<file path="src/pct_defs.vh">
/*
 * constants of the pin continuity check block: timing figures, derived
 * cycle counts, mode state codes, minterm count and data width.
 * assumes a core clock of 250 MHz and includes by bare name.
 */
`ifndef PCT_DEFS_VH
`define PCT_DEFS_VH

`define PCT_CLK_PERIOD_NS    4
`define PCT_ENTRY_DELAY_NS   200
`define PCT_SETTLE_NS        200
// pin sync and state flop use three cycles of the entry budget
`define PCT_SYNC_LAT         3
`define PCT_ENTRY_CYC \
	(`PCT_ENTRY_DELAY_NS / `PCT_CLK_PERIOD_NS - `PCT_SYNC_LAT)
`define PCT_SETTLE_CYC (`PCT_SETTLE_NS / `PCT_CLK_PERIOD_NS)
`define PCT_CNT_W            8

`define PCT_ST_NORMAL        2'h0
`define PCT_ST_ENTERING      2'h1
`define PCT_ST_ACTIVE        2'h2
`define PCT_ST_EXITED        2'h3

`define PCT_MT_COUNT         10
`define PCT_DQ_W             16

`endif

</file>
<file path="src/pct_sync.v">
/*
 * two flip-flop level synchroniser for pin inputs.
 * assumes an active-low asynchronous reset already local to i_core_clk.
 */
`timescale 1ns/1ns
module pct_sync #(
	parameter WIDTH = 1
) (
	input  wire             i_core_clk,
	input  wire             i_rst_n,
	input  wire [WIDTH-1:0] i_async,
	output wire [WIDTH-1:0] o_sync
);
	reg [WIDTH-1:0] meta_reg;
	reg [WIDTH-1:0] sync_reg;

	always @(posedge i_core_clk or negedge i_rst_n) begin
		if (!i_rst_n) begin
			meta_reg <= {WIDTH{1'b0}};
			sync_reg <= {WIDTH{1'b0}};
		end else begin
			meta_reg <= i_async;
			sync_reg <= meta_reg;
		end
	end

	assign o_sync = sync_reg;
endmodule // pct_sync

</file>
<file path="src/pct_minterm.v">
/*
 * combinational minterm network of the pin continuity check.
 * assumes raw test input pins; holds no storage.
 */
`timescale 1ns/1ns
`include "pct_defs.vh"
module pct_minterm (
	input  wire [16:0]              i_addr,
	input  wire [1:0]               i_ba,
	input  wire [1:0]               i_bg,
	input  wire                     i_act_n,
	input  wire                     i_cke,
	input  wire                     i_odt,
	input  wire                     i_par,
	input  wire                     i_alert_n,
	input  wire                     i_ck_t,
	input  wire                     i_ck_c,
	input  wire                     i_reset_n,
	input  wire                     i_ten,
	input  wire                     i_ldm_n,
	input  wire                     i_udm_n,
	input  wire                     i_width_x16,
	input  wire                     i_width_x8,
	output wire [`PCT_MT_COUNT-1:0] o_min_term_x
);
	wire mt7_a;
	wire mt7_b;

	assign o_min_term_x[0] = i_addr[1] ^ i_addr[6] ^ i_par;
	assign o_min_term_x[1] = i_addr[8] ^ i_alert_n ^ i_addr[9];
	assign o_min_term_x[2] = i_addr[2] ^ i_addr[5] ^ i_addr[15];
	assign o_min_term_x[3] = i_addr[0] ^ i_addr[7] ^ i_addr[11];
	assign o_min_term_x[4] = i_ck_c ^ i_odt ^ i_addr[15];
	assign o_min_term_x[5] = i_cke ^ i_addr[16] ^ i_addr[10];
	assign o_min_term_x[6] = i_act_n ^ i_addr[4] ^ i_ba[1];
	assign mt7_a = i_width_x16 ? i_udm_n : i_bg[1];
	assign mt7_b = (i_width_x8 | i_width_x16) & i_ldm_n;
	assign o_min_term_x[7] = mt7_a ^ mt7_b ^ i_ck_t;
	assign o_min_term_x[8] = i_addr[14] ^ i_addr[12] ^ i_ba[0];
	assign o_min_term_x[9] = i_bg[0] ^ i_addr[3] ^ (i_reset_n & i_ten);
endmodule // pct_minterm

</file>
<file path="src/pct_top.v">
/*
 * pin continuity check logic: mode control on the core clock and a
 * purely combinational minterm and output mapping path.
 * assumes test pins arrive raw from the pads; the pad ring resolves
 * the pin level from the active-low output enables.
 */
// Contract
// - raised enable stops clock use; test mode within 200 ns
// - no refresh of any kind while in test mode
// - rising enable accepted in any state, low power included
// - enable may fall anytime; afterwards full reset initialisation needed
// - outputs stable within 200 ns of pattern, enable high, select low
// - minterm 0 and minterm 1 xor equations
// - minterm 2 and minterm 3 xor equations
// - minterm 6 and minterm 8 xor equations
// - minterm 7 depends on width flags and true clock
// - internal x16 and x8 flags pick inputs and output mapping
// - x16 even data pins carry minterms 0..5, odd pins inverted
// - x16 pins 12,13,14 carry minterms 6,7,8; pin 15 inverts 14
// - x16 lower true strobe carries minterm 9
// - x8 pins carry minterms 0..7; strobes carry minterms 8 and 9
// - x4 pins carry xor of minterm pairs; strobes minterms 8, 9
// - test outputs driven only while select low, else released
// - enable high bypasses memory function; unused in normal mode
// - termination off while test mode is active
`timescale 1ns/1ns
`include "pct_defs.vh"
module pct_top #(
	parameter ENTRY_CYCLES = `PCT_ENTRY_CYC
) (
	input  wire                  i_core_clk,
	input  wire                  i_rst_n,
	input  wire                  i_ten,
	input  wire                  i_cs_n,
	input  wire                  i_width_x16,
	input  wire                  i_width_x8,
	input  wire [16:0]           i_addr,
	input  wire [1:0]            i_ba,
	input  wire [1:0]            i_bg,
	input  wire                  i_act_n,
	input  wire                  i_cke,
	input  wire                  i_odt,
	input  wire                  i_par,
	input  wire                  i_alert_n,
	input  wire                  i_ck_t,
	input  wire                  i_ck_c,
	input  wire                  i_reset_n,
	input  wire                  i_ldm_n,
	input  wire                  i_udm_n,
	input  wire [`PCT_DQ_W-1:0]  i_dq,
	output wire [`PCT_DQ_W-1:0]  o_dq,
	output wire [`PCT_DQ_W-1:0]  o_dq_oe_n,
	output wire                  o_dqsl_t,
	output wire                  o_dqsl_t_oe_n,
	output wire                  o_dqsl_c,
	output wire                  o_dqsl_c_oe_n,
	output wire                  o_dqsu_t,
	output wire                  o_dqsu_t_oe_n,
	output wire                  o_dqsu_c,
	output wire                  o_dqsu_c_oe_n,
	output wire                  o_pin_continuity_check,
	output wire                  o_clk_ignore,
	output wire                  o_refresh_inhibit,
	output wire                  o_odt_off,
	output wire                  o_normal_bypass,
	output wire                  o_init_required
);
	localparam [1:0] ST_NORMAL   = `PCT_ST_NORMAL;
	localparam [1:0] ST_ENTERING = `PCT_ST_ENTERING;
	localparam [1:0] ST_ACTIVE   = `PCT_ST_ACTIVE;
	localparam [1:0] ST_EXITED   = `PCT_ST_EXITED;
	localparam [`PCT_CNT_W-1:0] ENTRY_LAST =
		ENTRY_CYCLES[`PCT_CNT_W-1:0] - 8'h01;

	reg                   rst_meta_reg;
	reg                   rst_sync_reg;
	wire                  rst_core_n;
	wire                  ten_sync;
	reg                   width_x16_reg;
	reg                   width_x8_reg;
	reg                   strap_done_reg;
	reg  [1:0]            state_reg;
	reg  [1:0]            state_next;
	reg  [`PCT_CNT_W-1:0] cnt_reg;
	reg  [`PCT_CNT_W-1:0] cnt_next;
	reg                   clk_ignore_reg;
	reg                   clk_ignore_next;
	reg                   ct_active_reg;
	reg                   ct_active_next;
	reg                   init_req_reg;
	reg                   init_req_next;
	wire [`PCT_MT_COUNT-1:0] min_term_x;
	reg  [`PCT_DQ_W-1:0]  dq_map;
	reg  [`PCT_DQ_W-1:0]  dq_used;
	reg                   dqsl_t_map;
	reg                   dqsl_c_map;
	reg                   dqsu_t_map;
	reg                   dqsu_c_map;
	reg                   dqsu_used;
	wire                  drive;

	// minterm pair xor for narrow parts
	function pair_xor;
		input [`PCT_MT_COUNT-1:0] mt;
		input integer             n;
		begin
			pair_xor = mt[2*n] ^ mt[2*n+1];
		end
	endfunction

	// reset release through two flip-flops
	always @(posedge i_core_clk or negedge i_rst_n) begin
		if (!i_rst_n) begin
			rst_meta_reg <= 1'b0;
			rst_sync_reg <= 1'b0;
		end else begin
			rst_meta_reg <= 1'b1;
			rst_sync_reg <= rst_meta_reg;
		end
	end

	assign rst_core_n = rst_sync_reg;

	pct_sync #(
		.WIDTH (1)
	) u_ten_sync (
		.i_core_clk (i_core_clk),
		.i_rst_n    (rst_core_n),
		.i_async    (i_ten),
		.o_sync     (ten_sync)
	);

	// width straps caught once after reset release
	always @(posedge i_core_clk or negedge rst_core_n) begin
		if (!rst_core_n) begin
			width_x16_reg  <= 1'b0;
			width_x8_reg   <= 1'b0;
			strap_done_reg <= 1'b0;
		end else if (!strap_done_reg) begin
			width_x16_reg  <= i_width_x16;
			width_x8_reg   <= i_width_x8 & ~i_width_x16;
			strap_done_reg <= 1'b1;
		end
	end

	// mode control
	always @* begin
		state_next      = state_reg;
		cnt_next        = cnt_reg;
		clk_ignore_next = clk_ignore_reg;
		ct_active_next  = ct_active_reg;
		init_req_next   = init_req_reg;
		case (state_reg)
			ST_NORMAL, ST_EXITED: begin
				if (ten_sync) begin
					state_next      = ST_ENTERING;
					cnt_next        = 8'h00;
					clk_ignore_next = 1'b1;
				end
			end
			ST_ENTERING: begin
				if (!ten_sync) begin
					state_next      = ST_EXITED;
					clk_ignore_next = 1'b0;
					init_req_next   = 1'b1;
				end else if (cnt_reg >= ENTRY_LAST) begin
					state_next     = ST_ACTIVE;
					ct_active_next = 1'b1;
				end else begin
					cnt_next = cnt_reg + 8'h01;
				end
			end
			ST_ACTIVE: begin
				if (!ten_sync) begin
					state_next      = ST_EXITED;
					clk_ignore_next = 1'b0;
					ct_active_next  = 1'b0;
					init_req_next   = 1'b1;
				end
			end
			default: begin
				state_next      = ST_NORMAL;
				clk_ignore_next = 1'b0;
				ct_active_next  = 1'b0;
			end
		endcase
	end

	// state register
	always @(posedge i_core_clk or negedge rst_core_n) begin
		if (!rst_core_n) begin
			state_reg      <= ST_NORMAL;
			cnt_reg        <= 8'h00;
			clk_ignore_reg <= 1'b0;
			ct_active_reg  <= 1'b0;
			init_req_reg   <= 1'b0;
		end else begin
			state_reg      <= state_next;
			cnt_reg        <= cnt_next;
			clk_ignore_reg <= clk_ignore_next;
			ct_active_reg  <= ct_active_next;
			init_req_reg   <= init_req_next;
		end
	end

	// mode outputs, one flop for all clock-side effects
	assign o_clk_ignore           = clk_ignore_reg;
	assign o_refresh_inhibit      = clk_ignore_reg;
	assign o_odt_off              = clk_ignore_reg;
	assign o_normal_bypass        = clk_ignore_reg;
	assign o_pin_continuity_check = ct_active_reg;
	assign o_init_required        = init_req_reg;

	// combinational test path, settles well inside 200 ns
	pct_minterm u_minterm (
		.i_addr       (i_addr),
		.i_ba         (i_ba),
		.i_bg         (i_bg),
		.i_act_n      (i_act_n),
		.i_cke        (i_cke),
		.i_odt        (i_odt),
		.i_par        (i_par),
		.i_alert_n    (i_alert_n),
		.i_ck_t       (i_ck_t),
		.i_ck_c       (i_ck_c),
		.i_reset_n    (i_reset_n),
		.i_ten        (i_ten),
		.i_ldm_n      (i_ldm_n),
		.i_udm_n      (i_udm_n),
		.i_width_x16  (width_x16_reg),
		.i_width_x8   (width_x8_reg),
		.o_min_term_x (min_term_x)
	);

	// output mapping per width
	always @* begin
		dq_map     = 16'h0000;
		dq_used    = 16'h0000;
		dqsl_t_map = 1'b0;
		dqsl_c_map = 1'b0;
		dqsu_t_map = 1'b0;
		dqsu_c_map = 1'b0;
		dqsu_used  = 1'b0;
		if (width_x16_reg) begin
			dq_map[0]  = min_term_x[0];
			dq_map[1]  = ~min_term_x[0];
			dq_map[2]  = min_term_x[1];
			dq_map[3]  = ~min_term_x[1];
			dq_map[4]  = min_term_x[2];
			dq_map[5]  = ~min_term_x[2];
			dq_map[6]  = min_term_x[3];
			dq_map[7]  = ~min_term_x[3];
			dq_map[8]  = min_term_x[4];
			dq_map[9]  = ~min_term_x[4];
			dq_map[10] = min_term_x[5];
			dq_map[11] = ~min_term_x[5];
			dq_map[12] = min_term_x[6];
			dq_map[13] = min_term_x[7];
			dq_map[14] = min_term_x[8];
			dq_map[15] = ~min_term_x[8];
			dq_used    = 16'hFFFF;
			dqsl_t_map = min_term_x[9];
			dqsl_c_map = ~min_term_x[6];
			dqsu_t_map = ~min_term_x[9];
			dqsu_c_map = ~min_term_x[7];
			dqsu_used  = 1'b1;
		end else if (width_x8_reg) begin
			dq_map[7:0]  = min_term_x[7:0];
			dq_used      = 16'h00FF;
			dqsl_t_map   = min_term_x[8];
			dqsl_c_map   = min_term_x[9];
		end else begin
			dq_map[0]  = pair_xor(min_term_x, 0);
			dq_map[1]  = pair_xor(min_term_x, 1);
			dq_map[2]  = pair_xor(min_term_x, 2);
			dq_map[3]  = pair_xor(min_term_x, 3);
			dq_used    = 16'h000F;
			dqsl_t_map = min_term_x[8];
			dqsl_c_map = min_term_x[9];
		end
	end

	// drive only in test mode with select low
	assign drive = ct_active_reg & ten_sync & ~i_cs_n;

	// pin outputs and their active-low enables
	assign o_dq          = dq_map;
	assign o_dq_oe_n     = ~(dq_used & {`PCT_DQ_W{drive}});
	assign o_dqsl_t      = dqsl_t_map;
	assign o_dqsl_t_oe_n = ~drive;
	assign o_dqsl_c      = dqsl_c_map;
	assign o_dqsl_c_oe_n = ~drive;
	assign o_dqsu_t      = dqsu_t_map;
	assign o_dqsu_t_oe_n = ~(drive & dqsu_used);
	assign o_dqsu_c      = dqsu_c_map;
	assign o_dqsu_c_oe_n = ~(drive & dqsu_used);
endmodule // pct_top

</file>
<file path="config.mk">
export PLATFORM = sky130hd
export DESIGN_NAME = pct_top
export DESIGN_NICKNAME = d
export VERILOG_FILES = /design/src/pct_sync.v /design/src/pct_minterm.v /design/src/pct_top.v
export VERILOG_INCLUDE_DIRS = /design/src
export SDC_FILE = /design/constraint.sdc
export NUM_CORES = 1
export LEC_CHECK = 0
export ABC_AREA = 1
export BUFFER_PORTS_ARGS = -buffer_cell sky130_fd_sc_hd__buf_4
export CAP_MARGIN = 20
export CORE_MARGIN = 5
export CORE_UTILIZATION = 25
export CTS_BUF_LIST = sky130_fd_sc_hd__clkbuf_4
export DETAILED_ROUTE_END_ITERATION = 7
export GPL_ROUTABILITY_DRIVEN = 1
export SETUP_SLACK_MARGIN = 0.2
export SLEW_MARGIN = 20
export SYNTH_ARGS = -nofsm -noshare
export SYNTH_HDL_FRONTEND = slang
export SYNTH_HIERARCHICAL = 1
export SYNTH_SLANG_ARGS = --single-unit
</file>
<file path="constraint.sdc">
create_clock -name i_core_clk -period 2.4 [get_ports i_core_clk]
set_clock_uncertainty 0.1 [all_clocks]
set_input_delay 0.48 -clock i_core_clk [delete_from_list [all_inputs] [get_ports i_core_clk]]
set_output_delay 0.48 -clock i_core_clk [all_outputs]
set_load 0.005 [all_outputs]
</file>
### After elaboration in Yosys (flattened, before gate mapping)

Index checks and enable logic that the tools add are counted.

| operators by class | value |
|---|---|
| add/sub/neg operators | 1 |
| multipliers | 0 |
| divide/modulo/power cells | 0 |
| order comparisons | 1 |
| eq/ne operators | 10 |
| shift operators | 0 |
| multiplexer cells | 27 |
| bitwise logic cells | 48 |
| reduce and logical (&&, ||, !) cells | 10 |

Operator list:

| cell | count |
|---|---|
| 2-to-1 mux 8 bit | 6 |
| bitwise XOR 1 bit | 24 |
| bitwise AND 16 bit | 1 |
| 2-to-1 mux 16 bit | 1 |
| NOT 16 bit | 1 |
| one-hot mux 8 bit (2 select lines) | 1 |
| NOT 1 bit | 15 |
| 2-to-1 mux 1 bit | 10 |
| adder 8 x 1 -> 8 bit (second input constant) | 1 |
| greater-or-equal comparator 8 x 6 -> 1 bit (second input constant) | 1 |
| 2-to-1 mux 2 bit | 4 |
| 2-to-1 mux 4 bit | 2 |
| inequality test 2 bit (second input constant) | 4 |
| AND reduction 4 bit | 2 |
| bitwise AND 1 bit | 6 |
| one-hot mux 2 bit (3 select lines) | 1 |
| equality test 2 bit (second input constant) | 2 |
| inequality test 2 x 1 -> 1 bit (second input constant) | 2 |
| one-hot mux 1 bit (2 select lines) | 2 |
| AND reduction 2 bit | 2 |
| nonzero test 2 bit | 2 |
| OR reduction 2 bit | 2 |
| inequality test 3 bit (second input constant) | 1 |
| AND reduction 3 bit | 1 |
| 3 further kinds | 3 |

| word-level totals | value |
|---|---|
| register bits after elaboration | 20 |
| latch bits | 0 |
| memory bits (writable) | 0 |
| ROM bits | 0 |
| input port bits | 53 |
| output and inout port bits | 46 |
| logic and storage cells | 109 |
| memories kept | 0 |

### Logic depth before layout (Yosys ltp)

| logic depth | value |
|---|---|
| word-level depth | 7 |
| gate-level depth with buffers | 10 |
| depth with buffers taken out | 10 |

### By module

Netlist, hierarchy kept.

By module, submodules not included:

| module | times used | cells each | area an instance (µm²) | seq. area each (µm²) |
|---|---|---|---|---|
| pct_top | 1 | 180 | 1291.2 | 450.4 |
| pct_minterm | 1 | 36 | 240.2 | 0.0 |
| pct_sync | 1 | 2 | 50.0 | 50.0 |

### Worst setup path before layout

Ideal clock, no wire load.

| timing path | value |
|---|---|
| path kind | reg2out |
| start point | reg width_x16_reg |
| end point | out o_dq_oe_n[10] |
| arrival time | 1.259 ns |
| data required time | 1.820 ns |
| setup slack | 0.561 ns |
| cell stages (with the launch flop) | 4 |
| path buffers | 2 |
| path through | dfrtp_1 -> clkbuf_1 -> nand4_1 -> buf_4 |

| on the way | value |
|---|---|
| word-level cells in the longest chain between the ends | 3 |

Ends and longest elaborated chain:

| what | line | text |
|---|---|---|
| start: declaration | pct_top.v:79 | `reg width_x16_reg;` |
| start signal: assignment | pct_top.v:140 | `width_x16_reg <= i_width_x16;` |
| 2-to-1 mux 16 bit | pct_top.v:244 | `if (width_x16_reg) begin` |
| bitwise AND 16 bit | pct_top.v:288 | `` assign o_dq_oe_n = ~(dq_used & {`PCT_DQ_W{drive}}); `` |
| NOT 16 bit | pct_top.v:288 |  |
| end: declaration | pct_top.v:52 | `` output wire [`PCT_DQ_W-1:0] o_dq_oe_n, `` |

No other way between the ends.

### Final worst setup path

| timing path | value |
|---|---|
| start point | reg width_x16_reg |
| end point | out o_dq[3] |

| on the way | value |
|---|---|
| word-level cells in the longest chain between the ends | 7 |
| elaborated cells between the ends (all ways) | 8 |
| those cells by class | 3 x mux; 5 x bitwise |

Ends and longest elaborated chain:

| what | line | text |
|---|---|---|
| bitwise OR 1 bit | pct_minterm.v:37 | `assign mt7_b = (i_width_x8 \| i_width_x16) & i_ldm_n;` |
| bitwise AND 1 bit | pct_minterm.v:37 |  |
| bitwise XOR 1 bit (*) (2 in series) | pct_minterm.v:38 | `assign o_min_term_x[7] = mt7_a ^ mt7_b ^ i_ck_t;` |
| net min_term_x[7] | pct_top.v:92 | `` wire [`PCT_MT_COUNT-1:0] min_term_x; `` |
| bitwise XOR 1 bit (*) | pct_top.v:107 | `pair_xor = mt[2*n] ^ mt[2*n+1];` |
| 2-to-1 mux 4 bit (*) | pct_top.v:267 | `end else if (width_x8_reg) begin` |
| 2-to-1 mux 8 bit (*) | pct_top.v:244 |  |
| end: declaration | pct_top.v:51 | `` output wire [`PCT_DQ_W-1:0] o_dq, `` |

The timed path passes the listed nets; every way through them passes the cells marked *.

==> impl_metrics.xml <==
<?xml version="1.0" encoding="UTF-8"?>
<metrics>
  <group name="clock_tree">
    <metric name="root_buffer" unit="">sky130_fd_sc_hd__clkbuf_4</metric>
    <metric name="tritoncts" unit="">built</metric>
    <metric name="clock_sinks" unit="">20</metric>
    <metric name="cts_buffer_depth" unit="">2</metric>
    <metric name="tritoncts.num_buffers" unit="">3</metric>
    <metric name="htreeDepth" unit="">1</metric>
    <metric name="path_clk_slew" unit="ps">110</metric>
    <metric name="worstSkewPairLatency" unit="ps">300</metric>
  </group>
  <group name="outcome">
    <metric name="run_status" unit="">complete, no violations</metric>
  </group>
  <group name="cells_and_area">
    <metric name="final-seq-area" unit="µm²">503</metric>
    <metric name="final_net_count" unit="">352</metric>
    <metric name="multi_input_comb_area" unit="µm²">831</metric>
    <metric name="n_fill_cell" unit="">647</metric>
    <metric name="antenna_cells_inserted" unit="">0</metric>
    <metric name="layout-drive-gt1-share" unit="">0.398</metric>
    <metric name="layout.core_utilization" unit="">0.369</metric>
    <metric name="area_growth_syn_to_layout" unit="%">45.5</metric>
    <metric name="largest_register_ffs" unit="">8</metric>
  </group>
  <group name="detailed_routing">
    <metric name="antenna_left" unit="">0</metric>
    <metric name="first_pass_iteration_count_of_the_detailed_router" unit="">4</metric>
    <metric name="drt_iter0_drc" unit="">81</metric>
    <metric name="highest_metal_used" unit="">met4</metric>
    <metric name="drcViolationCount" unit="">0</metric>
    <metric name="wl_met2" unit="µm">1950</metric>
    <metric name="wl_met3" unit="µm">325</metric>
    <metric name="avgRoutedWirePerCell" unit="µm">10.8</metric>
    <metric name="drt_wl_total" unit="µm">4020</metric>
    <metric name="drt-vias-per-instance" unit="">4.19</metric>
    <metric name="routed_vias" unit="">1553</metric>
    <metric name="routedLengthMet1" unit="µm">1710</metric>
  </group>
  <group name="yosys">
    <metric name="synth_cell_type_count" unit="">29</metric>
    <metric name="synth-async-reset-ratio" unit="">1.00</metric>
    <metric name="postSynthRegisterBits" unit="">20</metric>
    <metric name="syn_inst" unit="">218</metric>
    <metric name="synth_area_per_cell" unit="µm²">7.25</metric>
    <metric name="yosysSeqAreaShare" unit="">0.316</metric>
    <metric name="synth_top_cells_by_count" unit="">sky130_fd_sc_hd__nand2_1 (47), sky130_fd_sc_hd__inv_1 (30), sky130_fd_sc_hd__buf_4 (20), sky130_fd_sc_hd__dfrtp_1 (20)</metric>
    <metric name="yosys-top-cells-area" unit="">sky130_fd_sc_hd__dfrtp_1 (32%), sky130_fd_sc_hd__nand2_1 (11%), sky130_fd_sc_hd__xnor2_1 (10%), sky130_fd_sc_hd__buf_4 (9.5%), sky130_fd_sc_hd__inv_1 (7.1%)</metric>
    <metric name="netlist.area_leader.share" unit="">0.316</metric>
    <metric name="most_instantiated_flip_flop_cell_in_the_synthesis_netlist" unit="">sky130_fd_sc_hd__dfrtp_1</metric>
    <metric name="most_instantiated_library_cell_after_synthesis" unit="">sky130_fd_sc_hd__nand2_1</metric>
    <metric name="synth_area" unit="µm²">1580</metric>
    <metric name="number_of_enable_flip_flop_cells_after_synthesis" unit="">0</metric>
    <metric name="yosys_warnings" unit="">6</metric>
    <metric name="yosysTopAreaCell" unit="">sky130_fd_sc_hd__dfrtp_1</metric>
  </group>
  <group name="die">
    <metric name="pin_count" unit="">99</metric>
    <metric name="width_of_the_chip" unit="µm">89.5</metric>
    <metric name="floorplan.initialDensity" unit="">0.253</metric>
    <metric name="total_die_area" unit="µm²">8020</metric>
    <metric name="die_height" unit="µm">89.5</metric>
    <metric name="coreArea" unit="µm²">6240</metric>
    <metric name="row_count" unit="">29</metric>
  </group>
  <group name="hold_path">
    <metric name="worst_hold_path_type" unit="">reg -&gt; async</metric>
  </group>
  <group name="run">
    <metric name="cap_violations" unit="">0</metric>
  </group>
  <group name="worst_setup_path">
    <metric name="worstPathCellList" unit="">inv_2, nand2_1, nand3_2, nand2_1, nand2_1, nand2_2, xnor2_1, a21oi_1, buf_4</metric>
    <metric name="timing.setup.critical_path_class" unit="">reg -&gt; out</metric>
    <metric name="rr_worst_depth" unit="">8</metric>
    <metric name="cp.arrival" unit="ps">1560</metric>
    <metric name="timing.critical_path.from" unit="">width_x16_reg$_DFFE_PN0N_</metric>
    <metric name="timing.critical_path.slowest_stage_cell" unit="">sky130_fd_sc_hd__dfrtp_2</metric>
    <metric name="levels_on_crit_path" unit="">9</metric>
    <metric name="critical_path.n_buffers_inverters" unit="">2</metric>
    <metric name="worst_path_largest_cell_delay" unit="ps">470</metric>
    <metric name="r2r_slack" unit="ps">790</metric>
    <metric name="r2r-start" unit="">state_reg[0]$_DFFE_PN0P_</metric>
    <metric name="crit_fanout" unit="">6</metric>
    <metric name="critical_path.most_common_cell" unit="">sky130_fd_sc_hd__nand2_1</metric>
    <metric name="worst_path_dominant_cell_family" unit="">flip-flops</metric>
    <metric name="worst-endpoint-required" unit="ps">1820</metric>
    <metric name="worst_setup_path_end_kind" unit="">primary output</metric>
    <metric name="cp-start-kind" unit="">flop</metric>
    <metric name="worst_r2r_dst" unit="">cnt_reg[5]$_DFFE_PN0P_</metric>
  </group>
  <group name="timing">
    <metric name="finalCriticalPeriod" unit="ps">2140</metric>
    <metric name="setup-violations-final" unit="">0</metric>
    <metric name="final_min_period_over_clock_period" unit="">0.893</metric>
    <metric name="grt_setup_unrepaired" unit="">yes</metric>
    <metric name="max_slew.worst_pin.slew" unit="ps">713</metric>
    <metric name="timing.fmax" unit="MHz">467</metric>
    <metric name="maxSlewHeadroom" unit="">0.525</metric>
    <metric name="setup-tns-final" unit="ps">0</metric>
    <metric name="hold_viol_final" unit="">0</metric>
    <metric name="drv_slew" unit="">0</metric>
  </group>
  <group name="global_routing">
    <metric name="grt_use_total" unit="">0.0912</metric>
    <metric name="antenna_found_initial" unit="">0</metric>
    <metric name="grt_pass1_wl" unit="µm">5960</metric>
    <metric name="grt_pass1_vias" unit="">1385</metric>
    <metric name="pin_count_of_the_biggest_net_entering_global_routing" unit="">19</metric>
    <metric name="globalRouteOverflowTotal" unit="">0</metric>
  </group>
  <group name="power">
    <metric name="p_leak" unit="µW">0.00119</metric>
    <metric name="vdd_drop_max" unit="µV">273</metric>
    <metric name="cellPowerDensity" unit="nW/µm²">575</metric>
  </group>
  <group name="place">
    <metric name="place.gp.congestion" unit="">0.831</metric>
    <metric name="place.port_buffers" unit="">81</metric>
    <metric name="place.detailed.hpwl" unit="µm">3270</metric>
  </group>
</metrics>
[layout make-up]
class,count,area share
Timing Repair Buffer,93,0.312
Clock buffer,3,0.00979
Multi-Input combinational cell,143,0.361
Sequential cell,20,0.219
Tap cell,77,0.0419
Inverter,34,0.0555
Clock inverter,1,0.00163
[worst reg2reg max path, cell delays in order, from the launching register on]
cell	delay, ps
sky130_fd_sc_hd__dfrtp_1	390
sky130_fd_sc_hd__inv_1	60
sky130_fd_sc_hd__ha_1	350
sky130_fd_sc_hd__nand2_1	90
sky130_fd_sc_hd__nand2_2	140
sky130_fd_sc_hd__inv_2	40
sky130_fd_sc_hd__a21oi_1	240
sky130_fd_sc_hd__nand2_1	90
sky130_fd_sc_hd__nand2_1	70
[kinds of logic (layout without fill, tap and decap cells)]
kind of cell | after synthesis | after routing | share of synthesized area
AO/OA/AOI/OAI | 20 | 20 | 0.0720
XOR/XNOR | 23 | 23 | 0.127
adder cells (fa/ha/maj) | 4 | 4 | 0.0316
buffers and inverters | 56 | 131 | 0.181
flip-flops | 20 | 20 | 0.316
other | 1 | 2 | 0.00237
AND/OR/NAND/NOR | 94 | 94 | 0.269
[cell usage in the layout, fill, tap and decap left out, types with 2 or more instances in the layout]
cell type                  count
sky130_fd_sc_hd__buf_4        90
sky130_fd_sc_hd__nand2_1      45
sky130_fd_sc_hd__inv_1        28
sky130_fd_sc_hd__nor2_1       18
sky130_fd_sc_hd__dfrtp_1      18
sky130_fd_sc_hd__xnor2_1      17
sky130_fd_sc_hd__nand3_1      14
sky130_fd_sc_hd__o21ai_0       6
sky130_fd_sc_hd__nand2_2       5
sky130_fd_sc_hd__xor2_1        5
sky130_fd_sc_hd__inv_2         4
sky130_fd_sc_hd__a21oi_1       4
sky130_fd_sc_hd__nand4_1       4
sky130_fd_sc_hd__ha_1          4
sky130_fd_sc_hd__o21ai_1       3
sky130_fd_sc_hd__clkinv_1      3
sky130_fd_sc_hd__nand3_2       3
sky130_fd_sc_hd__clkbuf_4      3
sky130_fd_sc_hd__or2_2         2
sky130_fd_sc_hd__conb_1        2
sky130_fd_sc_hd__dfrtp_2       2
[routing by layer]
layer | global-route usage | vias to the layer above
met5 | 0 | -
met4 | 0.0149 | 0
met3 | 0.0295 | 4
met2 | 0.145 | 49
met1 | 0.123 | 691
li1 | - | 809
[how the worst max path moves through the flow]
| stage | to | slack [ps] |
|---|---|---|
| 6_report | o_dq[3] | 260 |
| 5_1_grt | o_dq[3] | 120 |
| 4_1_cts | o_dq_oe_n[15] | 220 |
| 3_5_place_dp | o_dq[2] | 250 |
| 3_3_place_gp | o_dq[2] | 290 |
| 2_1_floorplan | o_dq_oe_n[10] | 560 |
[metrics by stage]
step                      worst slack, ps  instance area [µm²]  power (µW)  std cells  hold WS [ps]
after global routing                  124                 2300        1450        371           162
after global placement                291                 2150        1130        358           164
final                                 257                 2300        1320        371           197
after floorplan                       561                 1590         879        219          84.4
after detailed placement              251                 2150        1130        358           164
after CTS                             216                 2220        1310        365           184
[where the power goes]
group	switching, µW	leakage (µW)	internal (µW)	total [µW]
clock	99.7	0.0000154	60.5	160
combinational	366	0.000922	345	711
sequential	64.0	0.000249	388	452
total	529	0.00119	794	1320
[what timing repair did]
item	4_1_cts	5_1_grt
endpoints found under the hold margin	2	0
resized for setup	5	8
hold buffers	1	0
pin swaps	0	5
buffers inserted	2	6
setup endpoints to repair	12	15
Power figures use the tool's default switching activity.
